**config.mk**
```make
export PLATFORM = sky130hd
export DESIGN_NAME = drp_diag_read_port
export DESIGN_NICKNAME = d
export VERILOG_FILES = /design/src/design/drp_pkg.sv /design/src/design/drp_diag_read_port.sv
export SDC_FILE = /design/constraint.sdc
export NUM_CORES = 2
export LEC_CHECK = 0
export BUFFER_PORTS_ARGS = -buffer_cell sky130_fd_sc_hd__buf_2
export CAP_MARGIN = 20
export CORE_MARGIN = 5
export CORE_UTILIZATION = 30
export DETAILED_ROUTE_END_ITERATION = 10
export HOLD_SLACK_MARGIN = 0.08
export PLACE_DENSITY_LB_ADDON = 0.2
export SLEW_MARGIN = 15
export SYNTH_ARGS = -nofsm -noshare
export SYNTH_HDL_FRONTEND = slang
export SYNTH_SLANG_ARGS = --single-unit
```
**constraint.sdc**
```tcl
create_clock -name clk_sys -period 26.7 [get_ports clk_sys]
set_clock_uncertainty 0.05 [all_clocks]
set_input_delay 1.335 -clock clk_sys [delete_from_list [all_inputs] [get_ports clk_sys]]
set_output_delay 1.335 -clock clk_sys [all_outputs]
set_load 0.05 [all_outputs]
```
**src/design/drp_pkg.sv**
```systemverilog
// Constants for the diagnostic read port command interpreter
`default_nettype none
package drp_pkg;
  // Command op-codes
  localparam logic [7:0] OP_PREFETCH = 8'h01;
  localparam logic [7:0] OP_ACTIVATE = 8'h02;
  localparam logic [7:0] OP_STATUS_RD = 8'hF0;
  localparam logic [7:0] OP_STATUS_CLR = 8'hF1;
  // Diagnostic status store geometry
  localparam int STORE_BYTES = 64;
  localparam logic [7:0] STORE_RESET = 8'h00;
  // Parameter byte counts per command
  localparam logic [3:0] STATUS_RD_PARAMS = 4'h4;
  localparam logic [3:0] CLR_MASK_BYTES = 4'h8;
  localparam logic [3:0] PARAM_CNT_MAX = 4'hF;
  // Field positions inside the collected status-read parameters
  localparam int START_LSB = 0;
  localparam int COUNT_LSB = 16;
  // Legal limits of the status-read parameters
  localparam logic [15:0] START_MAX = 16'h003F;
  localparam logic [15:0] COUNT_MIN = 16'h0001;
  localparam logic [16:0] SPAN_MAX = 17'h00040;
  // Interpreter states
  typedef enum logic [2:0] {
    DRP_IDLE, DRP_OPC, DRP_PFOP, DRP_PFPAR, DRP_CLR, DRP_ACT, DRP_DROP
  } drp_state_t;
endpackage
`default_nettype wire

```
**src/design/drp_diag_read_port.sv**
```systemverilog
// Diagnostic read port: command interpreter over a byte stream
`default_nettype none
module drp_diag_read_port
  import drp_pkg::*;
(
  input wire logic clk_sys,
  input wire logic rst_n,
  input wire logic frameStart,
  input wire logic frameEnd,
  input wire logic rxValid,
  input wire logic [7:0] rxData,
  input wire logic txReq,
  input wire logic statusSetEn,
  input wire logic [5:0] statusSetIdx,
  input wire logic [7:0] statusSetData,
  output logic [7:0] txData,
  output logic txValid,
  output logic cmdError,
  output logic pendingValid
);

  // ==========================================================
  // Reset release
  logic [1:0] rstPipe_reg;
  logic rstSync;

  // Async assert, two-flop synchronous release
  always_ff @(posedge clk_sys or negedge rst_n)
  begin
    if (!rst_n)
      rstPipe_reg <= 2'b00;
    else
      rstPipe_reg <= {rstPipe_reg[0], 1'b1};
  end
  assign rstSync = rstPipe_reg[1];

  // ==========================================================
  // Command decoding
  drp_state_t state_reg;
  drp_state_t state_next;
  logic [3:0] paramCnt_reg;
  logic [7:0] reqOp_reg;
  logic [31:0] parBuf_reg;
  logic [63:0] clrMask_reg;
  logic [15:0] parStart;
  logic [15:0] parCount;
  logic [16:0] parSpan;
  logic reqLegal;
  logic pfDone;
  logic clrDone;

  assign parStart = parBuf_reg[START_LSB +: 16];
  assign parCount = parBuf_reg[COUNT_LSB +: 16];
  assign parSpan = {1'b0, parStart} + {1'b0, parCount};
  // Only the status read is known; wrong count or range is refused
  assign reqLegal = (reqOp_reg == OP_STATUS_RD)
    && (paramCnt_reg == STATUS_RD_PARAMS)
    && (parStart <= START_MAX)
    && (parCount >= COUNT_MIN) && (parSpan <= SPAN_MAX);
  assign pfDone = frameEnd
    && (state_reg == DRP_PFPAR || state_reg == DRP_PFOP);
  assign clrDone = frameEnd && (state_reg == DRP_CLR)
    && (paramCnt_reg == CLR_MASK_BYTES);

  // Next state from frame markers and the first two bytes of each frame
  always_comb
  begin
    state_next = state_reg;
    if (frameStart)
      state_next = DRP_OPC;
    else if (frameEnd)
      state_next = DRP_IDLE;
    else if (rxValid)
    begin
      case (state_reg)
        DRP_OPC:
        begin
          case (rxData)
            OP_PREFETCH: state_next = DRP_PFOP;
            OP_ACTIVATE: state_next = DRP_ACT;
            OP_STATUS_CLR: state_next = DRP_CLR;
            default: state_next = DRP_DROP;
          endcase
        end
        DRP_PFOP: state_next = DRP_PFPAR;
        DRP_ACT: state_next = DRP_DROP;
        default: state_next = state_reg;
      endcase
    end
  end

  // State register
  always_ff @(posedge clk_sys or negedge rstSync)
  begin
    if (!rstSync)
      state_reg <= DRP_IDLE;
    else
      state_reg <= state_next;
  end

  // Parameter collection; counter saturates so overruns stay visible
  always_ff @(posedge clk_sys or negedge rstSync)
  begin
    if (!rstSync)
    begin
      paramCnt_reg <= 4'h0;
      reqOp_reg <= 8'h00;
      parBuf_reg <= 32'h0000_0000;
      clrMask_reg <= 64'h0;
    end
    else if (frameStart)
      paramCnt_reg <= 4'h0;
    else if (rxValid)
    begin
      if (state_reg == DRP_PFOP)
        reqOp_reg <= rxData;
      if (state_reg == DRP_PFPAR || state_reg == DRP_CLR)
      begin
        if (paramCnt_reg != PARAM_CNT_MAX)
          paramCnt_reg <= paramCnt_reg + 4'h1;
        // Little-endian: byte k lands at bits 8k+7..8k
        if (state_reg == DRP_PFPAR && paramCnt_reg < STATUS_RD_PARAMS)
          parBuf_reg[{paramCnt_reg[1:0], 3'b000} +: 8] <= rxData;
        if (state_reg == DRP_CLR && paramCnt_reg < CLR_MASK_BYTES)
          clrMask_reg[8 * paramCnt_reg[2:0] +: 8] <= rxData;
      end
    end
  end

  // ==========================================================
  // Pending read and retrieval
  logic [5:0] pendStart_reg;
  logic [6:0] pendCount_reg;
  logic pendValid_reg;
  logic [5:0] rdPtr_reg;
  logic [6:0] remain_reg;
  logic actHit;
  logic [7:0] store [STORE_BYTES];
  logic [7:0] curByte;
  logic serveHit;

  assign actHit = rxValid && state_reg == DRP_OPC && rxData == OP_ACTIVATE;
  assign curByte = store[rdPtr_reg];
  assign serveHit = txReq && state_reg == DRP_ACT && remain_reg != 7'h00;
  assign pendingValid = pendValid_reg;

  // Newest request overwrites any unretrieved one without error
  always_ff @(posedge clk_sys or negedge rstSync)
  begin
    if (!rstSync)
    begin
      pendValid_reg <= 1'b0;
      pendStart_reg <= 6'h00;
      pendCount_reg <= 7'h00;
    end
    else if (pfDone)
    begin
      pendValid_reg <= reqLegal;
      pendStart_reg <= parStart[5:0];
      pendCount_reg <= parCount[6:0];
    end
    else if (frameEnd && state_reg == DRP_ACT)
      pendValid_reg <= 1'b0;
  end

  // Pointer and countdown load on the activate op-code itself
  always_ff @(posedge clk_sys or negedge rstSync)
  begin
    if (!rstSync)
    begin
      rdPtr_reg <= 6'h00;
      remain_reg <= 7'h00;
    end
    else if (actHit)
    begin
      rdPtr_reg <= pendStart_reg;
      remain_reg <= pendValid_reg ? pendCount_reg : 7'h00;
    end
    else if (frameEnd)
      remain_reg <= 7'h00;
    else if (serveHit)
    begin
      rdPtr_reg <= rdPtr_reg + 6'h01;
      remain_reg <= remain_reg - 7'h01;
    end
  end

  // Data out only while activate serves bytes
  always_ff @(posedge clk_sys or negedge rstSync)
  begin
    if (!rstSync)
    begin
      txData <= 8'h00;
      txValid <= 1'b0;
    end
    else
    begin
      txValid <= serveHit;
      if (serveHit)
        txData <= curByte;
    end
  end

  // Errors: bad request, unknown op-code, wrong clear mask length, activate with nothing pending, or overrun
  always_ff @(posedge clk_sys or negedge rstSync)
  begin
    if (!rstSync)
      cmdError <= 1'b0;
    else
      cmdError <= (pfDone && !reqLegal)
        || (actHit && !pendValid_reg)
        || (txReq && state_reg == DRP_ACT && remain_reg == 7'h00)
        || (frameEnd && state_reg == DRP_CLR && !clrDone)
        || (rxValid && state_reg == DRP_OPC && state_next == DRP_DROP);
  end

  // ==========================================================
  // Status store; a set in the clear cycle wins
  always_ff @(posedge clk_sys or negedge rstSync)
  begin
    if (!rstSync)
    begin
      for (int i = 0; i < STORE_BYTES; i++)
        store[i] <= STORE_RESET;
    end
    else
    begin
      for (int i = 0; i < STORE_BYTES; i++)
        if (clrDone && clrMask_reg[i])
          store[i] <= STORE_RESET;
      if (statusSetEn)
        store[statusSetIdx] <= statusSetData;
    end
  end

  // ==========================================================
  // Checks
  a_tx_only_active: assert property (
    @(posedge clk_sys) disable iff (!rstSync)
    txValid |-> $past(state_reg) == DRP_ACT)
    else $error("read data sent outside retrieval");
  a_tx_data_order: assert property (
    @(posedge clk_sys) disable iff (!rstSync)
    txValid |-> txData == $past(curByte)
      && rdPtr_reg == $past(rdPtr_reg) + 6'h01)
    else $error("read byte not taken in store order");
  a_immediate_serve: assert property (
    @(posedge clk_sys) disable iff (!rstSync)
    (actHit && pendValid_reg) |=> remain_reg == $past(pendCount_reg)
      && rdPtr_reg == $past(pendStart_reg))
    else $error("pending read not ready at activate");
  a_count_bound: assert property (
    @(posedge clk_sys) disable iff (!rstSync)
    txValid |-> $past(remain_reg) != 7'h00)
    else $error("more bytes sent than pending count");
  a_newest_kept: assert property (
    @(posedge clk_sys) disable iff (!rstSync)
    (pfDone && reqLegal) |=> pendValid_reg
      && pendCount_reg == $past(parCount[6:0]))
    else $error("newest request not made pending");
  a_bad_param_err: assert property (
    @(posedge clk_sys) disable iff (!rstSync)
    (pfDone && !reqLegal) |=> cmdError && !pendValid_reg)
    else $error("illegal request not flagged");
  a_clear_byte0: assert property (
    @(posedge clk_sys) disable iff (!rstSync)
    (clrDone && clrMask_reg[0] && !statusSetEn) |=> store[0] == STORE_RESET)
    else $error("masked status byte not cleared");
  a_keep_byte0: assert property (
    @(posedge clk_sys) disable iff (!rstSync)
    (clrDone && !clrMask_reg[0] && !statusSetEn) |=> $stable(store[0]))
    else $error("unmasked status byte changed");

endmodule
`default_nettype wire

```
* Yosys cells after proc, flatten, opt, wreduce, memory -nomap -nowiden
Index checks and enable logic that the tools add are counted.
Storage, ports and cells: register bits 662, input bits 29, output and inout port bits 11, logic and storage cells 310
Cells by class: add/sub/neg operators 6, $lt $le $gt $ge 8, eq/ne operators 14, shift-type cells 4, muxes and demuxes 91, bitwise logic cells 3, reductions and logical operators 106
Operators with widths (number):
- 8-bit 2-to-1 mux | 67
- 512-bit bitwise mux | 1
- 512-bit 2-to-1 mux | 1
- 1-bit logical AND | 84
- 64-bit bitwise mux | 1
- 8-bit by 34-bit variable shift with 64-bit output (first input constant) | 1
- 8-bit by 34-bit variable part select with 64-bit output | 1
- 8-bit binary-select mux with 6-bit select | 1
- 8-bit demux with 6-bit select | 1
- 6-bit negation with 34-bit output | 1
- 32-bit bitwise mux | 1
- 8-bit by 7-bit variable shift with 32-bit output (first input constant) | 1
- 8-bit by 7-bit variable part select with 32-bit output | 1
- 7-bit 2-to-1 mux | 4
- 6-bit 2-to-1 mux | 3
- 3-bit case mux with 3 select lines | 2
- 16-bit by 16-bit adder with 17-bit output | 1
- 17-bit by 7-bit <= comparator with 1-bit output (second input constant) | 1
- 8-bit equality test (second input constant) | 2
- 16-bit by 1-bit greater-or-equal comparator with 1-bit output (second input constant) | 1
- 16-bit by 6-bit <= comparator with 1-bit output (second input constant) | 1
- 4-bit 2-to-1 mux | 4
- 7-bit greater-or-equal comparator (second input constant) | 2
- 6-bit NOT with 7-bit output | 2
- other kinds (28) | 47

* Depth between registers and ports, before layout
depth after elaboration 11, mapped depth 12, depth with buffers taken out 10

* Worst setup path before layout
OpenSTA, ideal clock, no wires.
kind input-to-reg, start input port rxData[7], end register remain_reg[6], setup time 71 ps, arrival 3109 ps, data required time 26579 ps, path slack 23470 ps, cell stages on the path 9, buffers on the path 1, cells stage by stage or4_1 -> nor3_1 -> nand3b_1 -> nand3b_1 -> nor2_1 -> clkbuf_1 -> a22o_1 -> a21oi_1 -> nor2_1
Between the ends: longest elaborated chain between the ends 3, elaborated cells between the ends (all ways) 4, those cells by class 1 x eq/ne; 1 x mux; 2 x reduce/logical
RTL lines:
- start: declaration | line drp_diag_read_port.sv:11 | input wire logic [7:0] rxData,
- 8-bit by 2-bit equality test with 1-bit output * | line drp_diag_read_port.sv:142 | assign actHit = rxValid && state_reg == DRP_OPC && rxData == OP_ACTIVATE;
- 1-bit logical AND * | line drp_diag_read_port.sv:142
- 3-bit nonzero test (no source line) or 7-bit 2-to-1 mux (tied branches)
- end signal: assignment | line drp_diag_read_port.sv:177 | remain_reg <= pendValid_reg ? pendCount_reg : 7'h00;
- end signal: assignment | line drp_diag_read_port.sv:184 | remain_reg <= remain_reg - 7'h01;
- end: declaration | line drp_diag_read_port.sv:136 | logic [6:0] remain_reg;
Every way passes the cells marked *; elsewhere a longest branch is shown, timed or not. A chain may end at the register's enable or synchronous reset.

* Final worst setup path
start register rdPtr_reg[0], end register txData[5]
Between the ends: longest elaborated chain between the ends 4
RTL lines:
- start: declaration | line drp_diag_read_port.sv:135 | logic [5:0] rdPtr_reg;
- start signal: assignment | line drp_diag_read_port.sv:176 | rdPtr_reg <= pendStart_reg;
- start signal: assignment | line drp_diag_read_port.sv:183 | rdPtr_reg <= rdPtr_reg + 6'h01;
- 6-bit NOT with 7-bit output (implied by the code) | line drp_diag_read_port.sv:143 | assign curByte = store[rdPtr_reg];
- 8-bit binary-select mux with 6-bit select | line drp_diag_read_port.sv:143
- 8-bit 2-to-1 mux (implied by the code) (2 in series) | line drp_diag_read_port.sv:143
- end signal: assignment | line drp_diag_read_port.sv:200 | txData <= curByte;
- end: declaration | line drp_diag_read_port.sv:16 | output logic [7:0] txData,
Every way passes these cells. The select of a mux whose other input is x is not followed.

==> flow_metrics.py <==
metrics = {
    "synth": {
        "synth-edff-count": 0,
        "synth_compound_area_share_pct": 10.5,
        "syn_avg_cell_area_um2": 9.77,
        "synth_xor_area_share_pct": 0.442,
        "ys_types": 61,
        "synth_adder_area_share_pct": 1.09,
        "syn-instance-count": 3243,
        "synth_top_area_cell": "dfrtp_1",
        "synth-simple-area-share_pct": 18.2,
        "synth_common_cells": "nand2_1 (1,191), dfrtp_1 (662), o21ai_0 (546)",
        "synth_top_family_by_area": "simple AND/OR/NAND/NOR gates",
        "ys.flop_type": "dfrtp_1",
        "netlist.area_leader.share_pct": 52.3,
        "yosysSeqAreaShare_pct": 52.3,
        "yosys-top-cells-area": "dfrtp_1 (52%), nand2_1 (14%), mux4_2 (12%)",
        "ys_async_sr_fraction_pct": 100,
        "syn_nets": 3299,
        "synth_area_mm2": 0.0317,
        "synthMuxAreaShare_pct": 14.6,
        "synth_seq_cells": 662,
        "yosysMostFrequentCell": "nand2_1",
        "ys.warnings.count": 0,
    },
    "global_routing": {
        "grt_max_degree": 73,
        "grt_pass1_wl_um": 158000,
        "antenna_found_initial": 10,
        "gr-total-overflow": 0,
        "track_usage_pct": 18.4,
        "grt_pass1_vias": 23100,
    },
    "setup_path": {
        "cpPeakStageDelay_ps": 780,
        "worst_setup_path_start_kind": "register",
        "reg2reg_from": "rdPtr_reg[0]",
        "crit_buf_inv": 2,
        "crit_path_cell_trace": "buf_4 > buf_4 > mux4_2 > mux4_2 > mux4_2 > mux2_2",
        "criticalPathCategory": "register to register",
        "cpLargestDelayFamily": "multiplexers",
        "cp_data_required_time_ps": 27160,
        "cp_max_fo": 41,
        "end_kind": "register",
        "cp-startpoint": "rdPtr_reg[0]",
        "slowest_stage": "buf_4",
        "critPathArrivalTime_ps": 4630,
        "cpMostUsedCell": "mux4_2",
    },
    "die": {
        "start_util_pct": 30.2,
        "io_pins": 40,
        "die_area_mm2": 0.112,
        "dieHeight_um": 335,
        "rows": 119,
        "die_x_um": 335,
        "core_area_mm2": 0.105,
    },
    "worst_hold_path": {
        "hp-start": "rstPipe_reg[0]",
        "hp-class": "register to register",
    },
    "detailed_routing": {
        "vias": 23500,
        "drcViolationCount": 0,
        "drt_iter0_markers": 2097,
        "antenna_left": 0,
        "drt_pass1_iterations": 7,
        "wl_um": 104000,
        "vias_per_cell": 5.06,
        "wire_per_inst_um": 22.4,
    },
    "clocking": {
        "cts_buffers": 79,
        "post_cts_buffers": 0,
        "cts-root-buf": "clkbuf_16",
        "ctsResizeCount": 0,
        "cts_buffer_depth": 3,
        "clock_latency_ps": 660,
        "clkTransAtPathRegs_ps": 60,
        "hold_buffers": 0,
        "cts_tree": "built",
        "numClockSinks": 662,
        "cts_max_level": 3,
    },
    "layout": {
        "regArea_mm2": 0.0166,
        "multi_input_area_mm2": 0.0142,
        "area_growth_pct": 12.8,
        "drive_above_1_share_pct": 14.5,
        "final_nets": 3255,
        "final_core_util_pct": 34.0,
        "final_cell_area_mm2": 0.0357,
        "final_cells": 4648,
        "fill_cells": 10700,
        "largest_reg_flops": 512,
    },
    "placement": {
        "place_area_mm2": 0.0330,
        "hpwlAfterDp_um": 67100,
        "io_buffers": 39,
        "place_inst": 4493,
        "gp_congestion": 0.810,
    },
    "pwr": {
        "p_leak_uw": 0.0151,
        "irDropWorstVdd_uv": 42.7,
        "power_density_mw_per_mm2": 77.1,
    },
    "sta": {
        "hold_viol_final": 0,
        "worst_pin_slew_ps": 1100,
        "post-route-min-period_ps": 4170,
        "tns_ps": 0,
        "fmaxAchievable_ghz": 0.240,
        "period_share_pct": 15.6,
        "report.final.slew_viol_count": 0,
        "relSlewSlack_pct": 26.1,
        "finalSetupViolCount": 0,
        "rsz0062_at_grt": "false",
    },
    "run_status": {
        "status": "finished, final reports clean",
    },
    "job": {
        "max_cap_viol_count": 0,
    },
}
-- final cells by class --
| class | count | share of cell area (%) |
|---|---|---|
| sequential | 662 | 46.4 |
| multi-input combinational | 2357 | 39.8 |
| clock buffer | 109 | 6.33 |
| tap | 1391 | 4.87 |
| timing repair buffer | 86 | 1.63 |
| clock inverter | 29 | 0.868 |
| inverter | 13 | 0.137 |
| antenna | 1 | 0.00700 |
-- worst paths after layout --
kind	end	slack, ps	cells after the start
max reg2reg	txData[5]	22530	6
max in group asynchronous	rdPtr_reg[0]	23230	3
min	rstPipe_reg[1]	300	0
min reg2reg	rstPipe_reg[1]	300	0
min in group asynchronous	store[302]	350	0
max	txData[5]	22530	6
-- cell usage in the layout, fill, tap and decap left out, types with 4 or more instances in the layout --
cell type / netlist / layout
buf_4: 0 / 43
nor2_1: 101 / 100
inv_1: 12 / 12
a21o_1: 7 / 7
xor2_1: 9 / 9
bufinv_16: 0 / 4
clkbuf_16: 0 / 80
ha_1: 26 / 26
xnor2_1: 7 / 7
and2_1: 4 / 4
clkbuf_1: 176 / 14
dfrtp_1: 662 / 657
o31ai_1: 5 / 5
or2_2: 5 / 5
buf_2: 4 / 39
nand2b_1: 8 / 8
clkbuf_8: 0 / 15
nor3b_1: 6 / 6
nor4_1: 9 / 9
mux4_2: 168 / 168
a21oi_1: 29 / 29
o41ai_1: 6 / 6
nand3b_1: 9 / 9
nor3_1: 15 / 15
a31oi_1: 9 / 9
mux2_2: 74 / 74
or3_1: 4 / 4
nand2_1: 1191 / 1191
nand3_1: 40 / 40
clkinv_8: 0 / 5
and3_1: 6 / 6
clkinv_2: 0 / 17
o21ai_0: 546 / 546
nor2b_1: 13 / 13
nand4_1: 9 / 9
-- cells by family (layout without fill, tap and decap cells) --
group                      Yosys count  after routing
adders and majority gates           27             27
buffers and inverters              224            237
DFF                                662            662
xor gates and xnor gates            16             16
other                                1              2
and+or+nand+nor                   1437           1437
AOI/OAI and AO/OA                  633            633
muxes                              243            243
-- stage by stage --
step	power [µW]	hold slack, ps	worst slack [ps]
CTS	2780	305	22420
global route	2880	316	22230
detailed placement	1690	287	22360
global placement	1690	284	22450
finish	2750	301	22530
floorplan	1530	281	6830
-- report_power, final --
group | switching, µW | internal [µW]
registers | 96.2 | 1120
logic | 252 | 207
clock network | 449 | 631
-- metal layers --
layer | vias to the layer above | share of wire [%] | global-route usage (%)
met4 | 8 | 2.3 | 4.50
met5 | - | 0.047 | 0
li1 | 11000 | - | -
met1 | 11700 | 46 | 26.2
met2 | 599 | 46 | 29.0
met3 | 141 | 6.2 | 3.91
Power figures use the tool's default switching activity.
